`config.mk`:
```
export PLATFORM = sky130hd
export DESIGN_NAME = du_top
export DESIGN_NICKNAME = d
export VERILOG_FILES = /design/src/hdl/du_pkg.sv /design/src/hdl/du_top.sv /design/src/hdl/du_tx.sv /design/src/hdl/du_rx.sv
export SDC_FILE = /design/constraint.sdc
export NUM_CORES = 1
export LEC_CHECK = 0
export ABC_AREA = 1
export BUFFER_PORTS_ARGS = -buffer_cell sky130_fd_sc_hd__buf_2
export CORE_UTILIZATION = 46
export DETAILED_ROUTE_END_ITERATION = 10
export SLEW_MARGIN = 5
export SYNTH_ARGS = -nofsm -noshare
export SYNTH_HDL_FRONTEND = slang
export SYNTH_SLANG_ARGS = --single-unit
```
`constraint.sdc`:
```
create_clock -name clk -period 7.7 [get_ports clk]
set_clock_uncertainty 0.05 [all_clocks]
set_input_delay 0.385 -clock clk [delete_from_list [all_inputs] [get_ports clk]]
set_output_delay 0.385 -clock clk [all_outputs]
set_load 0.1 [all_outputs]
```
`src/hdl/du_pkg.sv`:
```
package du_pkg;
  localparam int NUM_CHAN = 2;
  localparam int DATA_BITS = 8;
  localparam int OVERSAMPLE = 16;
  localparam int SAMPLE_MID = 7;

  typedef logic [7:0] du_byte_t;
  typedef logic [3:0] du_addr_t;
  typedef enum logic [1:0] {CLK_BRG, CLK_CT, CLK_EXT} du_clk_e;

  // Register offsets; channel B registers add CHAN_B_BASE
  localparam du_addr_t REG_MODE = 4'h0;
  localparam du_addr_t REG_CLKSEL = 4'h1;
  localparam du_addr_t REG_STAT = 4'h2;
  localparam du_addr_t REG_DATA = 4'h3;
  localparam du_addr_t REG_IMR = 4'h4;
  localparam du_addr_t REG_ISR = 4'h5;
  localparam du_addr_t REG_OPCR = 4'h6;
  localparam du_addr_t REG_OUT = 4'h7;
  localparam du_addr_t REG_BRG = 4'hC;
  localparam du_addr_t REG_INP = 4'hD;
  localparam du_addr_t REG_CTDIV = 4'hE;
  localparam du_addr_t REG_CTCTL = 4'hF;
  localparam du_addr_t CHAN_B_BASE = 4'h8;

  // Mode register fields
  localparam int MODE_PAR_EN = 0;
  localparam int MODE_PAR_ODD = 1;
  localparam int MODE_TWO_STOP = 2;
  localparam int MODE_CTS_EN = 3;
  localparam int MODE_TX_EN = 4;
  localparam int MODE_RX_EN = 5;
  localparam int MODE_LOOP = 6;
  // Clock select fields
  localparam int CLK_TX_LSB = 0;
  localparam int CLK_RX_LSB = 2;
  // Status register fields
  localparam int STAT_RX_RDY = 0;
  localparam int STAT_RX_FULL = 1;
  localparam int STAT_TX_EMPTY = 2;
  localparam int STAT_PAR = 3;
  localparam int STAT_FRM = 4;
  localparam int STAT_OVR = 5;
  localparam int STAT_BRK = 6;
  // Interrupt status fields
  localparam int ISR_TX_BIT = 0;
  localparam int ISR_RX_BIT = 1;
  localparam int ISR_BRK_BIT = 2;
  localparam int ISR_CHAN_STRIDE = 4;
  localparam int ISR_CT = 3;
  localparam int ISR_IPC = 7;
  // Output configuration and counter control fields
  localparam int OPCR_OUT5 = 5;
  localparam int CTCTL_EXT = 0;
  // Multipurpose input pin roles
  localparam int CTS_PIN_A = 0;
  localparam int CT_EXT_PIN = 2;
  localparam int EXT_TX_PIN_A = 3;
  localparam int EXT_RX_PIN_A = 4;
  localparam int EXT_PIN_STRIDE = 2;
  localparam int IPC_PINS = 4;
  localparam int NUM_IN = 7;

  // Reset values
  localparam du_byte_t MODE_RST = 8'h00;
  localparam du_byte_t CLKSEL_RST = 8'h00;
  localparam du_byte_t IMR_RST = 8'h00;
  localparam du_byte_t OPCR_RST = 8'h00;
  localparam du_byte_t OUT_RST = 8'hFF;
  localparam du_byte_t BRG_DIV_RST = 8'h43;
  localparam du_byte_t CT_DIV_RST = 8'hFF;

  function automatic du_addr_t du_chan_reg(du_addr_t off, int c);
    return (c == 0) ? off : (off | CHAN_B_BASE);
  endfunction : du_chan_reg
endpackage : du_pkg

```
`src/hdl/du_top.sv`:
```
// Summary of operation
// - Interrupt pin pulled low while any masked-in of eight conditions is active.
// - Interrupt status register shows all currently active conditions.
// - External transmit clock: data shifts out on its falling edge.
// - External receive clock: data sampled on its rising edge.
// - Host transfers happen only while chip select is low.
// - Data bit 0 is the least significant and first serial bit.
// - Write strobe low stores bus data into the selected register.
// - Read strobe low drives selected register onto the bus, else released.
// - Four select lines choose the register accessed.
// - Master reset initializes all outputs and registers.
// - Output 5 is general or channel B receive ready/full, open drain.
// - Outputs 6 and 7 are general or active-low transmit-empty, open drain.
// - Inputs 0 and 1 serve as active-low clear-to-send for A and B.
// - Input 2 may clock the counter/timer.
// - Transmitter frames bytes with start, optional parity and stop bits.
// - Receiver checks start, parity, stop; flags framing, overrun, break.
// - Each receiver and transmitter picks generator, timer or external clock.
// - All logic and baud generator run from the main clock.
// - Serial outputs stay at mark in reset, loopback or when disabled.
// - Reset is active high and disables transmit and receive.
module du_top (
  // Clock and reset
  input wire logic clk,
  input wire logic reset,
  // Host port
  input wire logic chipSelectN,
  input wire logic rdStrobeN,
  input wire logic wrStrobeN,
  input wire du_pkg::du_addr_t regSelect,
  input wire du_pkg::du_byte_t hostDataBusIn,
  output du_pkg::du_byte_t hostDataBusOut,
  output logic hostDataBusOe,
  // Serial lines
  input wire logic chanASerialIn,
  input wire logic chanBSerialIn,
  output logic chanASerialOut,
  output logic chanBSerialOut,
  // Multipurpose inputs
  input wire logic multiIn0,
  input wire logic multiIn1,
  input wire logic multiIn2,
  input wire logic multiIn3,
  input wire logic multiIn4,
  input wire logic multiIn5,
  input wire logic multiIn6,
  // Multipurpose outputs
  output logic multiOut5,
  output logic multiOut5Oe,
  output logic multiOut6,
  output logic multiOut6Oe,
  output logic multiOut7,
  output logic multiOut7Oe,
  // Interrupt, open drain
  output logic irqNOut,
  output logic irqNOe
);
  import du_pkg::*;
  typedef struct packed {
    logic [NUM_CHAN-1:0][7:0] mode;
    logic [NUM_CHAN-1:0][7:0] clkSel;
    logic [NUM_CHAN-1:0][3:0] txPre;
    du_byte_t imr;
    du_byte_t opcr;
    du_byte_t outPort;
    du_byte_t brgDiv;
    du_byte_t brgCnt;
    du_byte_t ctDiv;
    du_byte_t ctCnt;
    logic ctExt;
    logic ctFlag;
    logic ipcFlag;
    logic [NUM_IN-1:0] inPrev;
    logic wrAct;
    logic rdAct;
    du_addr_t wrAddr;
    du_addr_t rdAddr;
    du_byte_t wrData;
    du_byte_t busOut;
  } du_top_s;
  localparam du_top_s TOP_RST = '{mode: {NUM_CHAN{MODE_RST}}, clkSel: {NUM_CHAN{CLKSEL_RST}}, txPre: '0,
                                  imr: IMR_RST, opcr: OPCR_RST, outPort: OUT_RST, brgDiv: BRG_DIV_RST,
                                  brgCnt: BRG_DIV_RST, ctDiv: CT_DIV_RST, ctCnt: CT_DIV_RST, ctExt: 1'b0,
                                  ctFlag: 1'b0, ipcFlag: 1'b0, inPrev: '1, wrAct: 1'b0, rdAct: 1'b0,
                                  wrAddr: '0, rdAddr: '0, wrData: '0, busOut: '0};
  localparam logic [3:0] PRE_LAST = 4'(OVERSAMPLE - 1);
  du_top_s s;
  du_top_s next_s;

  logic [NUM_IN-1:0] multiIn;
  logic [NUM_CHAN-1:0] serIn;
  logic [NUM_CHAN-1:0] serOut;
  logic [NUM_CHAN-1:0] txSer;
  logic [NUM_CHAN-1:0] txEmpty;
  logic [NUM_CHAN-1:0] txTick16;
  logic [NUM_CHAN-1:0] txLoad;
  logic [NUM_CHAN-1:0] rxPop;
  logic [NUM_CHAN-1:0] rxReady;
  logic [NUM_CHAN-1:0] rxPe;
  logic [NUM_CHAN-1:0] rxFe;
  logic [NUM_CHAN-1:0] rxOv;
  logic [NUM_CHAN-1:0] rxBrk;
  du_byte_t [NUM_CHAN-1:0] rxData;
  du_byte_t isr;
  du_byte_t rdVal;
  logic wrNow;
  logic rdNow;
  logic brgTick;
  logic ctSrc;
  logic ctTick;
  logic [2:0] altCond;
  logic [2:0] mpOut;
  logic [2:0] mpOe;

  assign multiIn = {multiIn6, multiIn5, multiIn4, multiIn3, multiIn2, multiIn1, multiIn0};
  assign serIn = {chanBSerialIn, chanASerialIn};
  assign chanASerialOut = serOut[0];
  assign chanBSerialOut = serOut[1];

  // Host strobes qualified by chip select
  assign wrNow = !chipSelectN && !wrStrobeN;
  assign rdNow = !chipSelectN && !rdStrobeN;
  assign hostDataBusOe = rdNow;
  assign hostDataBusOut = s.busOut;

  // Baud generator and counter/timer, both in the main clock domain
  assign brgTick = (s.brgCnt == '0);
  assign ctSrc = s.ctExt ? (multiIn[CT_EXT_PIN] && !s.inPrev[CT_EXT_PIN]) : 1'b1;
  assign ctTick = ctSrc && (s.ctCnt == '0);

  for (genvar c = 0; c < NUM_CHAN; c++) begin : g_chan
    localparam int TX_PIN = EXT_TX_PIN_A + c * EXT_PIN_STRIDE;
    localparam int RX_PIN = EXT_RX_PIN_A + c * EXT_PIN_STRIDE;
    du_clk_e txSel;
    du_clk_e rxSel;
    logic txBitTick;
    logic rxTick;
    logic rxIn;
    logic ctsOk;
    logic loop;
    assign txSel = du_clk_e'(s.clkSel[c][CLK_TX_LSB +: 2]);
    assign rxSel = du_clk_e'(s.clkSel[c][CLK_RX_LSB +: 2]);
    assign txTick16[c] = (txSel == CLK_BRG) ? brgTick : ctTick;
    assign txBitTick = (txSel == CLK_EXT) ? (s.inPrev[TX_PIN] && !multiIn[TX_PIN])
                                          : (txTick16[c] && (s.txPre[c] == PRE_LAST));
    assign rxTick = (rxSel == CLK_EXT) ? (!s.inPrev[RX_PIN] && multiIn[RX_PIN])
                                       : ((rxSel == CLK_BRG) ? brgTick : ctTick);
    assign loop = s.mode[c][MODE_LOOP];
    assign rxIn = loop ? txSer[c] : serIn[c];
    assign serOut[c] = loop | txSer[c];
    assign ctsOk = !s.mode[c][MODE_CTS_EN] || !multiIn[CTS_PIN_A + c];
    assign isr[c * ISR_CHAN_STRIDE + ISR_TX_BIT] = txEmpty[c];
    assign isr[c * ISR_CHAN_STRIDE + ISR_RX_BIT] = rxReady[c];
    assign isr[c * ISR_CHAN_STRIDE + ISR_BRK_BIT] = rxBrk[c];

    du_tx u_tx (
      .clk(clk),
      .reset(reset),
      .bitTick(txBitTick),
      .enable(s.mode[c][MODE_TX_EN]),
      .parEn(s.mode[c][MODE_PAR_EN]),
      .parOdd(s.mode[c][MODE_PAR_ODD]),
      .twoStop(s.mode[c][MODE_TWO_STOP]),
      .ctsOk(ctsOk),
      .load(txLoad[c]),
      .loadData(s.wrData),
      .holdEmpty(txEmpty[c]),
      .serialOut(txSer[c])
    );

    du_rx u_rx (
      .clk(clk),
      .reset(reset),
      .sampleTick(rxTick),
      .x1Mode(rxSel == CLK_EXT),
      .enable(s.mode[c][MODE_RX_EN]),
      .parEn(s.mode[c][MODE_PAR_EN]),
      .parOdd(s.mode[c][MODE_PAR_ODD]),
      .serialIn(rxIn),
      .pop(rxPop[c]),
      .data(rxData[c]),
      .ready(rxReady[c]),
      .parErr(rxPe[c]),
      .frmErr(rxFe[c]),
      .overrun(rxOv[c]),
      .brk(rxBrk[c])
    );
  end

  assign isr[ISR_CT] = s.ctFlag;
  assign isr[ISR_IPC] = s.ipcFlag;
  assign irqNOut = 1'b0;
  assign irqNOe = |(isr & s.imr);

  // Outputs 5..7: general push-pull, or open-drain pull-down on their condition
  assign altCond = {txEmpty[1], txEmpty[0], rxReady[1]};
  for (genvar k = 0; k < 3; k++) begin : g_mpout
    assign mpOut[k] = s.opcr[OPCR_OUT5 + k] ? 1'b0 : s.outPort[OPCR_OUT5 + k];
    assign mpOe[k] = s.opcr[OPCR_OUT5 + k] ? altCond[k] : 1'b1;
  end
  assign multiOut5 = mpOut[0];
  assign multiOut5Oe = mpOe[0];
  assign multiOut6 = mpOut[1];
  assign multiOut6Oe = mpOe[1];
  assign multiOut7 = mpOut[2];
  assign multiOut7Oe = mpOe[2];

  always_comb begin
    next_s = s;
    txLoad = '0;
    rxPop = '0;
    rdVal = '0;
    next_s.wrAct = wrNow;
    next_s.rdAct = rdNow;
    if (wrNow) begin
      next_s.wrAddr = regSelect;
      next_s.wrData = hostDataBusIn;
    end
    if (rdNow) begin
      next_s.rdAddr = regSelect;
    end
    next_s.inPrev = multiIn;
    next_s.brgCnt = brgTick ? s.brgDiv : s.brgCnt - 8'h01;
    if (ctSrc) begin
      next_s.ctCnt = ctTick ? s.ctDiv : s.ctCnt - 8'h01;
    end
    for (int c = 0; c < NUM_CHAN; c++) begin
      if (txTick16[c]) begin
        next_s.txPre[c] = s.txPre[c] + 4'h1;
      end
    end
    // Read data selection
    for (int c = 0; c < NUM_CHAN; c++) begin
      if (regSelect == du_chan_reg(REG_MODE, c)) begin
        rdVal = s.mode[c];
      end else if (regSelect == du_chan_reg(REG_CLKSEL, c)) begin
        rdVal = s.clkSel[c];
      end else if (regSelect == du_chan_reg(REG_STAT, c)) begin
        rdVal[STAT_RX_RDY] = rxReady[c];
        rdVal[STAT_RX_FULL] = rxReady[c];
        rdVal[STAT_TX_EMPTY] = txEmpty[c];
        rdVal[STAT_PAR] = rxPe[c];
        rdVal[STAT_FRM] = rxFe[c];
        rdVal[STAT_OVR] = rxOv[c];
        rdVal[STAT_BRK] = rxBrk[c];
      end else if (regSelect == du_chan_reg(REG_DATA, c)) begin
        rdVal = rxData[c];
      end
    end
    if (regSelect == REG_IMR) begin
      rdVal = s.imr;
    end else if (regSelect == REG_ISR) begin
      rdVal = isr;
    end else if (regSelect == REG_OPCR) begin
      rdVal = s.opcr;
    end else if (regSelect == REG_OUT) begin
      rdVal = s.outPort;
    end else if (regSelect == REG_BRG) begin
      rdVal = s.brgDiv;
    end else if (regSelect == REG_INP) begin
      rdVal = {1'b0, ~multiIn};
    end else if (regSelect == REG_CTDIV) begin
      rdVal = s.ctDiv;
    end else if (regSelect == REG_CTCTL) begin
      rdVal[CTCTL_EXT] = s.ctExt;
    end
    next_s.busOut = rdVal;
    // Read side effects at end of the read strobe
    if (s.rdAct && !rdNow) begin
      for (int c = 0; c < NUM_CHAN; c++) begin
        if (s.rdAddr == du_chan_reg(REG_DATA, c)) begin
          rxPop[c] = 1'b1;
        end
      end
      if (s.rdAddr == REG_INP) begin
        next_s.ipcFlag = 1'b0;
      end
    end
    // Writes commit once, when the strobe rises
    if (s.wrAct && !wrNow) begin
      for (int c = 0; c < NUM_CHAN; c++) begin
        if (s.wrAddr == du_chan_reg(REG_MODE, c)) begin
          next_s.mode[c] = s.wrData;
        end else if (s.wrAddr == du_chan_reg(REG_CLKSEL, c)) begin
          next_s.clkSel[c] = s.wrData;
        end else if (s.wrAddr == du_chan_reg(REG_DATA, c)) begin
          txLoad[c] = 1'b1;
        end
      end
      if (s.wrAddr == REG_IMR) begin
        next_s.imr = s.wrData;
      end else if (s.wrAddr == REG_OPCR) begin
        next_s.opcr = s.wrData;
      end else if (s.wrAddr == REG_OUT) begin
        next_s.outPort = s.wrData;
      end else if (s.wrAddr == REG_BRG) begin
        next_s.brgDiv = s.wrData;
      end else if (s.wrAddr == REG_CTDIV) begin
        next_s.ctDiv = s.wrData;
      end else if (s.wrAddr == REG_CTCTL) begin
        next_s.ctExt = s.wrData[CTCTL_EXT];
        next_s.ctFlag = 1'b0;
      end
    end
    // Hardware sets win over clears
    if (ctTick) begin
      next_s.ctFlag = 1'b1;
    end
    if (|(multiIn[IPC_PINS-1:0] ^ s.inPrev[IPC_PINS-1:0])) begin
      next_s.ipcFlag = 1'b1;
    end
  end

  always_ff @(posedge clk or posedge reset) begin
    if (reset) begin
      s <= TOP_RST;
    end else begin
      s <= next_s;
    end
  end
endmodule : du_top

```
`src/hdl/du_tx.sv`:
```
module du_tx (
  // Clock and reset
  input wire logic clk,
  input wire logic reset,
  // Bit timing and format
  input wire logic bitTick,
  input wire logic enable,
  input wire logic parEn,
  input wire logic parOdd,
  input wire logic twoStop,
  input wire logic ctsOk,
  // Holding register
  input wire logic load,
  input wire du_pkg::du_byte_t loadData,
  output logic holdEmpty,
  // Serial line
  output logic serialOut
);
  import du_pkg::*;
  typedef enum logic [1:0] {TX_IDLE, TX_DATA, TX_PAR, TX_STOP} du_tx_state_e;
  typedef struct packed {
    du_tx_state_e st;
    du_byte_t hold;
    logic holdFull;
    du_byte_t shift;
    logic [2:0] bitCnt;
    logic par;
    logic stop2;
    logic txd;
  } du_tx_s;
  localparam logic [2:0] LAST_BIT = 3'(DATA_BITS - 1);
  localparam du_tx_s TX_RST = '{st: TX_IDLE, hold: '0, holdFull: 1'b0, shift: '0, bitCnt: '0,
                                par: 1'b0, stop2: 1'b0, txd: 1'b1};
  du_tx_s s;
  du_tx_s next_s;

  always_comb begin
    next_s = s;
    if (bitTick) begin
      case (s.st)
        TX_IDLE: begin
          if (s.holdFull && enable && ctsOk) begin
            next_s.shift = s.hold;
            next_s.holdFull = 1'b0;
            next_s.txd = 1'b0;
            next_s.bitCnt = '0;
            next_s.par = parOdd;
            next_s.st = TX_DATA;
          end
        end
        TX_DATA: begin
          next_s.txd = s.shift[0];
          next_s.par = s.par ^ s.shift[0];
          next_s.shift = {1'b0, s.shift[7:1]};
          next_s.bitCnt = s.bitCnt + 3'h1;
          next_s.stop2 = twoStop;
          if (s.bitCnt == LAST_BIT) begin
            next_s.st = parEn ? TX_PAR : TX_STOP;
          end
        end
        TX_PAR: begin
          next_s.txd = s.par;
          next_s.st = TX_STOP;
        end
        TX_STOP: begin
          next_s.txd = 1'b1;
          next_s.stop2 = 1'b0;
          if (!s.stop2) begin
            next_s.st = TX_IDLE;
          end
        end
        default: next_s.st = TX_IDLE;
      endcase
    end
    // Disabled transmitter idles at mark
    if (!enable) begin
      next_s.st = TX_IDLE;
      next_s.txd = 1'b1;
    end
    if (load) begin
      next_s.hold = loadData;
      next_s.holdFull = 1'b1;
    end
  end

  always_ff @(posedge clk or posedge reset) begin
    if (reset) begin
      s <= TX_RST;
    end else begin
      s <= next_s;
    end
  end

  assign holdEmpty = !s.holdFull;
  assign serialOut = s.txd;
endmodule : du_tx

```
`src/hdl/du_rx.sv`:
```
module du_rx (
  // Clock and reset
  input wire logic clk,
  input wire logic reset,
  // Sample timing and format
  input wire logic sampleTick,
  input wire logic x1Mode,
  input wire logic enable,
  input wire logic parEn,
  input wire logic parOdd,
  // Serial line
  input wire logic serialIn,
  // Received character
  input wire logic pop,
  output du_pkg::du_byte_t data,
  output logic ready,
  output logic parErr,
  output logic frmErr,
  output logic overrun,
  output logic brk
);
  import du_pkg::*;
  typedef enum logic [2:0] {RX_IDLE, RX_START, RX_DATA, RX_PAR, RX_STOP, RX_WAIT} du_rx_state_e;
  typedef struct packed {
    du_rx_state_e st;
    logic [3:0] sub;
    logic [2:0] bitCnt;
    du_byte_t shift;
    logic par;
    logic parBad;
    logic zeros;
    du_byte_t data;
    logic ready;
    logic pe;
    logic fe;
    logic ov;
    logic brk;
  } du_rx_s;
  localparam logic [2:0] LAST_BIT = 3'(DATA_BITS - 1);
  localparam logic [3:0] SUB_MID = 4'(SAMPLE_MID);
  localparam logic [3:0] SUB_LAST = 4'(OVERSAMPLE - 1);
  du_rx_s s;
  du_rx_s next_s;
  logic smp;

  // x1 samples every tick (rising edge of external clock), x16 at bit middle
  assign smp = x1Mode || (s.sub == SUB_LAST);

  always_comb begin
    next_s = s;
    if (pop) begin
      next_s.ready = 1'b0;
      next_s.ov = 1'b0;
    end
    if (sampleTick) begin
      next_s.sub = s.sub + 4'h1;
      case (s.st)
        RX_IDLE: begin
          if (!serialIn) begin
            next_s.st = x1Mode ? RX_DATA : RX_START;
            next_s.sub = '0;
            next_s.bitCnt = '0;
            next_s.par = parOdd;
            next_s.zeros = 1'b1;
          end
        end
        RX_START: begin
          if (s.sub == SUB_MID) begin
            next_s.sub = '0;
            next_s.st = serialIn ? RX_IDLE : RX_DATA;
          end
        end
        RX_DATA: begin
          if (smp) begin
            next_s.shift = {serialIn, s.shift[7:1]};
            next_s.par = s.par ^ serialIn;
            next_s.zeros = s.zeros & !serialIn;
            next_s.bitCnt = s.bitCnt + 3'h1;
            if (s.bitCnt == LAST_BIT) begin
              next_s.st = parEn ? RX_PAR : RX_STOP;
            end
          end
        end
        RX_PAR: begin
          if (smp) begin
            next_s.parBad = s.par ^ serialIn;
            next_s.zeros = s.zeros & !serialIn;
            next_s.st = RX_STOP;
          end
        end
        RX_STOP: begin
          if (smp) begin
            next_s.ov = next_s.ready;
            next_s.data = s.shift;
            next_s.ready = 1'b1;
            next_s.pe = parEn && s.parBad;
            next_s.fe = !serialIn;
            next_s.brk = s.zeros && !serialIn;
            next_s.parBad = 1'b0;
            next_s.st = serialIn ? RX_IDLE : RX_WAIT;
          end
        end
        RX_WAIT: begin
          if (serialIn) begin
            next_s.st = RX_IDLE;
            next_s.brk = 1'b0;
          end
        end
        default: next_s.st = RX_IDLE;
      endcase
    end
    if (!enable) begin
      next_s.st = RX_IDLE;
    end
  end

  always_ff @(posedge clk or posedge reset) begin
    if (reset) begin
      s <= '0;
    end else begin
      s <= next_s;
    end
  end

  assign data = s.data;
  assign ready = s.ready;
  assign parErr = s.pe;
  assign frmErr = s.fe;
  assign overrun = s.ov;
  assign brk = s.brk;
endmodule : du_rx

```
# Word-level counts from Yosys, hierarchy flattened
# Cells that the tools add are included.
dict set report op_classes {
  n_addsub 10
  bitwise_logic 18
  mux 158
  n_reduce_logical 114
  n_eq_ne 100
}
# op n
set ops {}
lappend ops {{8-bit 2-to-1 mux} 19}
lappend ops {{4-bit == test, second input constant} 20}
lappend ops {{34-bit 2-to-1 mux} 2}
lappend ops {{1-bit 2-to-1 mux} 64}
lappend ops {{13-bit 2-to-1 mux} 4}
lappend ops {{12-bit 2-to-1 mux} 4}
lappend ops {{3-bit 2-to-1 mux} 16}
lappend ops {{3-bit by 2-bit != test with 1-bit output, second input constant} 16}
lappend ops {{12-bit case mux with 2 select lines} 2}
lappend ops {{2-bit nonzero test} 20}
lappend ops {{4-bit by 3-bit == test with 1-bit output, second input constant} 9}
lappend ops {{2-bit 2-to-1 mux} 18}
lappend ops {{3-bit case mux with 6 select lines} 2}
lappend ops {{4-bit AND reduction} 9}
lappend ops {{7-bit 2-to-1 mux} 5}
lappend ops {{3-bit AND reduction} 11}
lappend ops {{15-bit 2-to-1 mux} 2}
lappend ops {{2-bit by 1-bit != test with 1-bit output, second input constant} 14}
lappend ops {{3-bit == test, second input constant} 8}
lappend ops {{1-bit logical AND} 20}
lappend ops {{10-bit 2-to-1 mux} 2}
lappend ops {{1-bit logical NOT} 18}
lappend ops {{4-bit by 1-bit adder with 4-bit output, second input constant} 4}
lappend ops {{2-bit == test, second input constant} 8}
lappend ops {{35 further kinds} 103}
dict set report word_totals {
  input_bits 26
  word_cells 465
  reg_bits 250
}

# Longest topological paths before layout
dict set report logic_depth {
  depth_word 20
  mapped_depth 15
  ltp_nobuf 14
}

# By module
# Synthesis repeated with hierarchy kept, for this count alone.
dict set report unflattened {
  cells_unflattened 1645
  hier_area_um2 13215.2
}
# mod area_per_inst_um2 cells_per_inst seq_area_each_um2 instances
set by_module_without_submodules {}
lappend by_module_without_submodules {du_top 6551.3 817 3349.5 1}
lappend by_module_without_submodules {du_rx 1949.4 237 850.8 2}
lappend by_module_without_submodules {du_tx 1382.6 177 626.9 2}

# Worst setup path after synthesis
# Ideal clock, no wire load.
dict set report synth_timing {
  kind {input-to-reg}
  from {input chipSelectN}
  to {register g_chan[1].u_rx.s, in the netlist g_chan[1].u_rx.overrun}
  required_time_ps 7555
  cell_stages 6
  path_slack_ps 5041
  t_arrival_ps 2514
  setup_time_ps 95
  n_path_buf 0
  cell_sequence {nor2_1 > inv_1 > nand2_1 > nor4_1 > nand3b_1 > o31ai_1}
}
# element line_no
set synth_rtl {}
lappend synth_rtl {{start: declaration} du_top.sv:27} ;# input wire logic chipSelectN,
lappend synth_rtl {{end signal: assignment} du_rx.sv:121} ;# s <= next_s;
lappend synth_rtl {{end: declaration} du_rx.sv:42} ;# du_rx_s s;

# Worst setup path in the final report
dict set report layout_timing {
  from {register s[28] in the netlist's numbering}
  to {register g_chan[1].u_rx.s, in the netlist g_chan[1].u_rx.parErr}
}
dict set report layout_via {
  elab_chain_cells 7
}
# element line_no
set layout_lines {}
lappend layout_lines {{start: declaration} du_top.sv:87} ;# du_top_s s;
lappend layout_lines {{start signal: assignment} du_top.sv:318} ;# s <= next_s;
lappend layout_lines {{1-bit logical NOT} du_top.sv:128} ;# assign ctSrc = s.ctExt ? (multiIn[CT_EXT_PIN] && !s.inPrev[CT_EXT_PIN]) : 1'b1;
lappend layout_lines {{1-bit logical AND} du_top.sv:128}
lappend layout_lines {{1-bit 2-to-1 mux} du_top.sv:128}
lappend layout_lines {{1-bit logical AND} du_top.sv:129} ;# assign ctTick = ctSrc && (s.ctCnt == '0);
lappend layout_lines {{1-bit 2-to-1 mux} du_top.sv:147} ;# : ((rxSel == CLK_BRG) ? brgTick : ctTick);
lappend layout_lines {{1-bit 2-to-1 mux} du_top.sv:146} ;# assign rxTick = (rxSel == CLK_EXT) ? (!s.inPrev[RX_PIN] && multiIn[RX_PIN])
lappend layout_lines {{3-bit AND reduction (no line)} -}
# No other way between the ends.
# A chain may end at the register's enable or synchronous reset.

==> flow_summary.toml <==
[run_status]
status = "completed"

[floorplan]
initial_utilization_pct = 47.3
fp.dieW_um = 166
die_h_um = 166
core_area_um2 = 26300
die-area_um2 = 27700
rows = 59
io-pin-count = 45

[logic_synthesis]
ys.flop_type = "dfrtp_1"
synth_cell_types = 63
syn_area_per_cell_um2 = 8.50
ys_seq_elements = 250
ys_seq_area_share_pct = 50.7
syn_inst = 1462
yosysWarnings = 0
async_flop_share_pct = 100
synth_edf_count = 0
syn_nets = 1514
synth_area_um2 = 12400

[critical_path]
critPathCaptureType = "register"
crit_arrival_ns = 3.39
path_class = "register to register"
required_ns = 8.09
crit_path_max_fanout = 22
startpoint_type = "register"

[timing]
finalCritPeriodShare_pct = 39.0
worst_pin_slew_ns = 0.992
period_needed_ns = 3.00
max_clock_freq_ghz = 0.333
max_slew_margin_pct = 33.9
setup_violations = 0
fin_tns_setup_ns = 0
drv_slew = 0
hold_viol_final = 0
rsz0062_at_grt = "false"

[layout]
mostFrequentLayoutCells = "394 x nand2_1, 211 x dfrtp_1, 144 x inv_1, 141 x o21ai_0, 95 x nor2_1"
drive_gt1_share_pct = 14.3
n_antenna_cell = 0
mostFrequentLayoutCell = "nand2_1"
final_core_util_pct = 52.8
syn_to_final_growth_pct = 11.6
fillers = 2495
fin_nets = 1555

[place]
gp_congestion = 0.923
dp.final_hpwl_mm = 22.5
port_buffers = 43

[clock_tree]
htree_num_levels = 1
holdBufCountCts = 14
tritoncts = "built"
clock_latency_ns = 0.56
cts_made_buffers = 28
postCtsSetupBuffers = 0
cts.sinks = 250
ctsResizeCount = 0
cts_root_buf = "clkbuf_16"
ctsLongestPathBuffers = 3
clk_pin_slew_ns = 0.06

[grt]
grt_pass1_wl_mm = 52.0
gr-total-overflow = 0
antenna_found_initial = 0
grt_pass1_vias = 9461
grtUsageTotal_pct = 23.7
grt_max_degree = 139

[pwr]
switching_share_pct = 34.7
p_switching_uw = 1420
clkPwrFrac_pct = 32.4
ir_drop_uv = 157
p_int_uw = 2680
p_leak_uw = 0.00642
combPwrFrac_pct = 23.1
powerDensity_nw_per_um2 = 296
seq_power_share_pct = 44.5

[flow_run]
drv_cap = 0

[drt]
dr.first_iter.drc_count = 794
ant_nets = 0
first_pass_iters = 7
via_per_inst = 5.33
vias = 9910
wl_met3_mm = 2.05
wl_met2_mm = 14.1
drc = 0
avgRoutedWirePerCell_um = 17.1
m1WireLength_mm = 15.0
routed_wl_mm = 31.8
maxUsedRoutingLayer = "met4"

[min_path]
min_path_type = "input pin to asynchronous set/reset pin"
layer usage:
| metal | vias up | track usage [%] |
|---|---|---|
| met5 | - | 0 |
| met3 | 56 | 3.55 |
| met1 | 4714 | 34.3 |
| met2 | 271 | 37.0 |
| li1 | 4869 | - |
| met4 | 0 | 6.72 |
per-stage QoR:
step,hold slack [ns],setup WS (ns),instances,total power [µW],area (µm²)
floorplan,0.339,0.458,1462,2530,12400
global placement,0.404,4.79,1794,2760,12800
detailed placement,0.405,4.68,1794,2780,12800
CTS,0.00191,4.68,1860,4130,13900
global route,0.0138,4.44,1860,4330,13900
finish,0.000698,4.70,1860,4100,13900
logic make-up after synthesis:
kind of cell             Yosys count  synth area share (%)
other                              1                0.0302
AO/OA/AOI/OAI                    298                  14.2
XOR/XNOR                          11                 0.775
multiplexers                      16                  1.31
AND/OR/NAND/NOR                  652                  23.2
adder cells (fa/ha/maj)           26                  2.62
buffers and inverters            208                  7.16
flip-flops                       250                  50.7
cell type report:
class	instances	area (µm²)	share of cell area (%)
sequential	250	6300	45.5
multi-input combinational	1004	5240	37.8
clock buffer	43	807	5.82
inverter	158	606	4.37
tap	335	419	3.02
timing repair buffer	61	385	2.78
clock inverter	9	110	0.794
final timing paths:
| check | start | slack (ns) | depth (start not counted) | end |
|---|---|---|---|---|
| worst max-delay path | s[28] | 4.70 | 13 | g_chan[1].u_rx.parErr |
| worst min-delay path | reset | 0.0007 | 2 | g_chan[0].u_tx.s[3] |
| worst max register to register | s[28] | 4.70 | 13 | g_chan[1].u_rx.parErr |
| worst min register to register | s[99] | 0.42 | 1 | s[99] |
| max in group asynchronous | reset | 6.17 | 3 | g_chan[1].txSel[0] |
| min in group clk | hostDataBusIn[1] | 0.01 | 3 | s[9] |
cells in the mapped netlist (4+ instances only):
cell type	instances	share of area, %
a21oi_1	33	1.3
a22oi_1	5	0.30
buf_2	5	0.20
buf_4	10	0.60
buf_6	8	0.72
clkbuf_1	27	0.82
dfrtp_1	211	42
dfstp_2	39	8.2
ha_1	26	2.6
inv_1	145	4.4
inv_2	9	0.27
mux2i_1	14	1.1
nand2_1	394	12
nand2_2	9	0.45
nand2_4	7	0.63
nand3_1	58	2.3
nand4_1	34	1.7
nor2_1	95	2.9
nor3_1	18	0.72
o211ai_1	4	0.24
o21ai_0	141	5.7
o21ai_1	47	1.9
o21ai_2	34	2.4
o22ai_1	7	0.35
o31ai_1	4	0.24
or2_0	5	0.25
or2_2	10	0.50
xnor2_1	5	0.35
xor2_1	6	0.42
power groups by stage:
stage	Combinational (µW)	Sequential, µW	Clock, µW
final	948	1820	1330
after global routing	1060	1860	1410
after CTS	953	1820	1360
after detailed placement	945	1840	0
after global placement	928	1830	0
after floorplan	768	1760	0
worst max-delay path, stage by stage, from the launching register on:
cell	delay [ns]
dfstp_2	0.51
inv_1	0.03
ha_1	0.20
nor2_4	0.18
inv_1	0.19
nand4_1	0.14
buf_4	0.20
nand2_1	0.08
nand2_2	0.15
clkinv_2	0.22
nand2_1	0.55
inv_1	0.18
nand3_1	0.11
o21ai_0	0.07
registers in the layout, indices dropped and copies added (netlist names):
name                   flops
hostDataBusOut             8
g_chan.u_rx.s             42
g_chan.u_tx.serialOut      2
g_chan.loop                2
g_chan.u_rx.overrun        2
g_chan.u_rx.brk            2
g_chan.u_rx.data          16
g_chan.rxSel               4
g_chan.u_rx.parErr         2
g_chan.u_rx.frmErr         2
s                        112
g_chan.txSel               4
g_chan.u_rx.ready          2
isr                        2
g_chan.u_tx.s             48
Power figures use the tool's default switching activity.
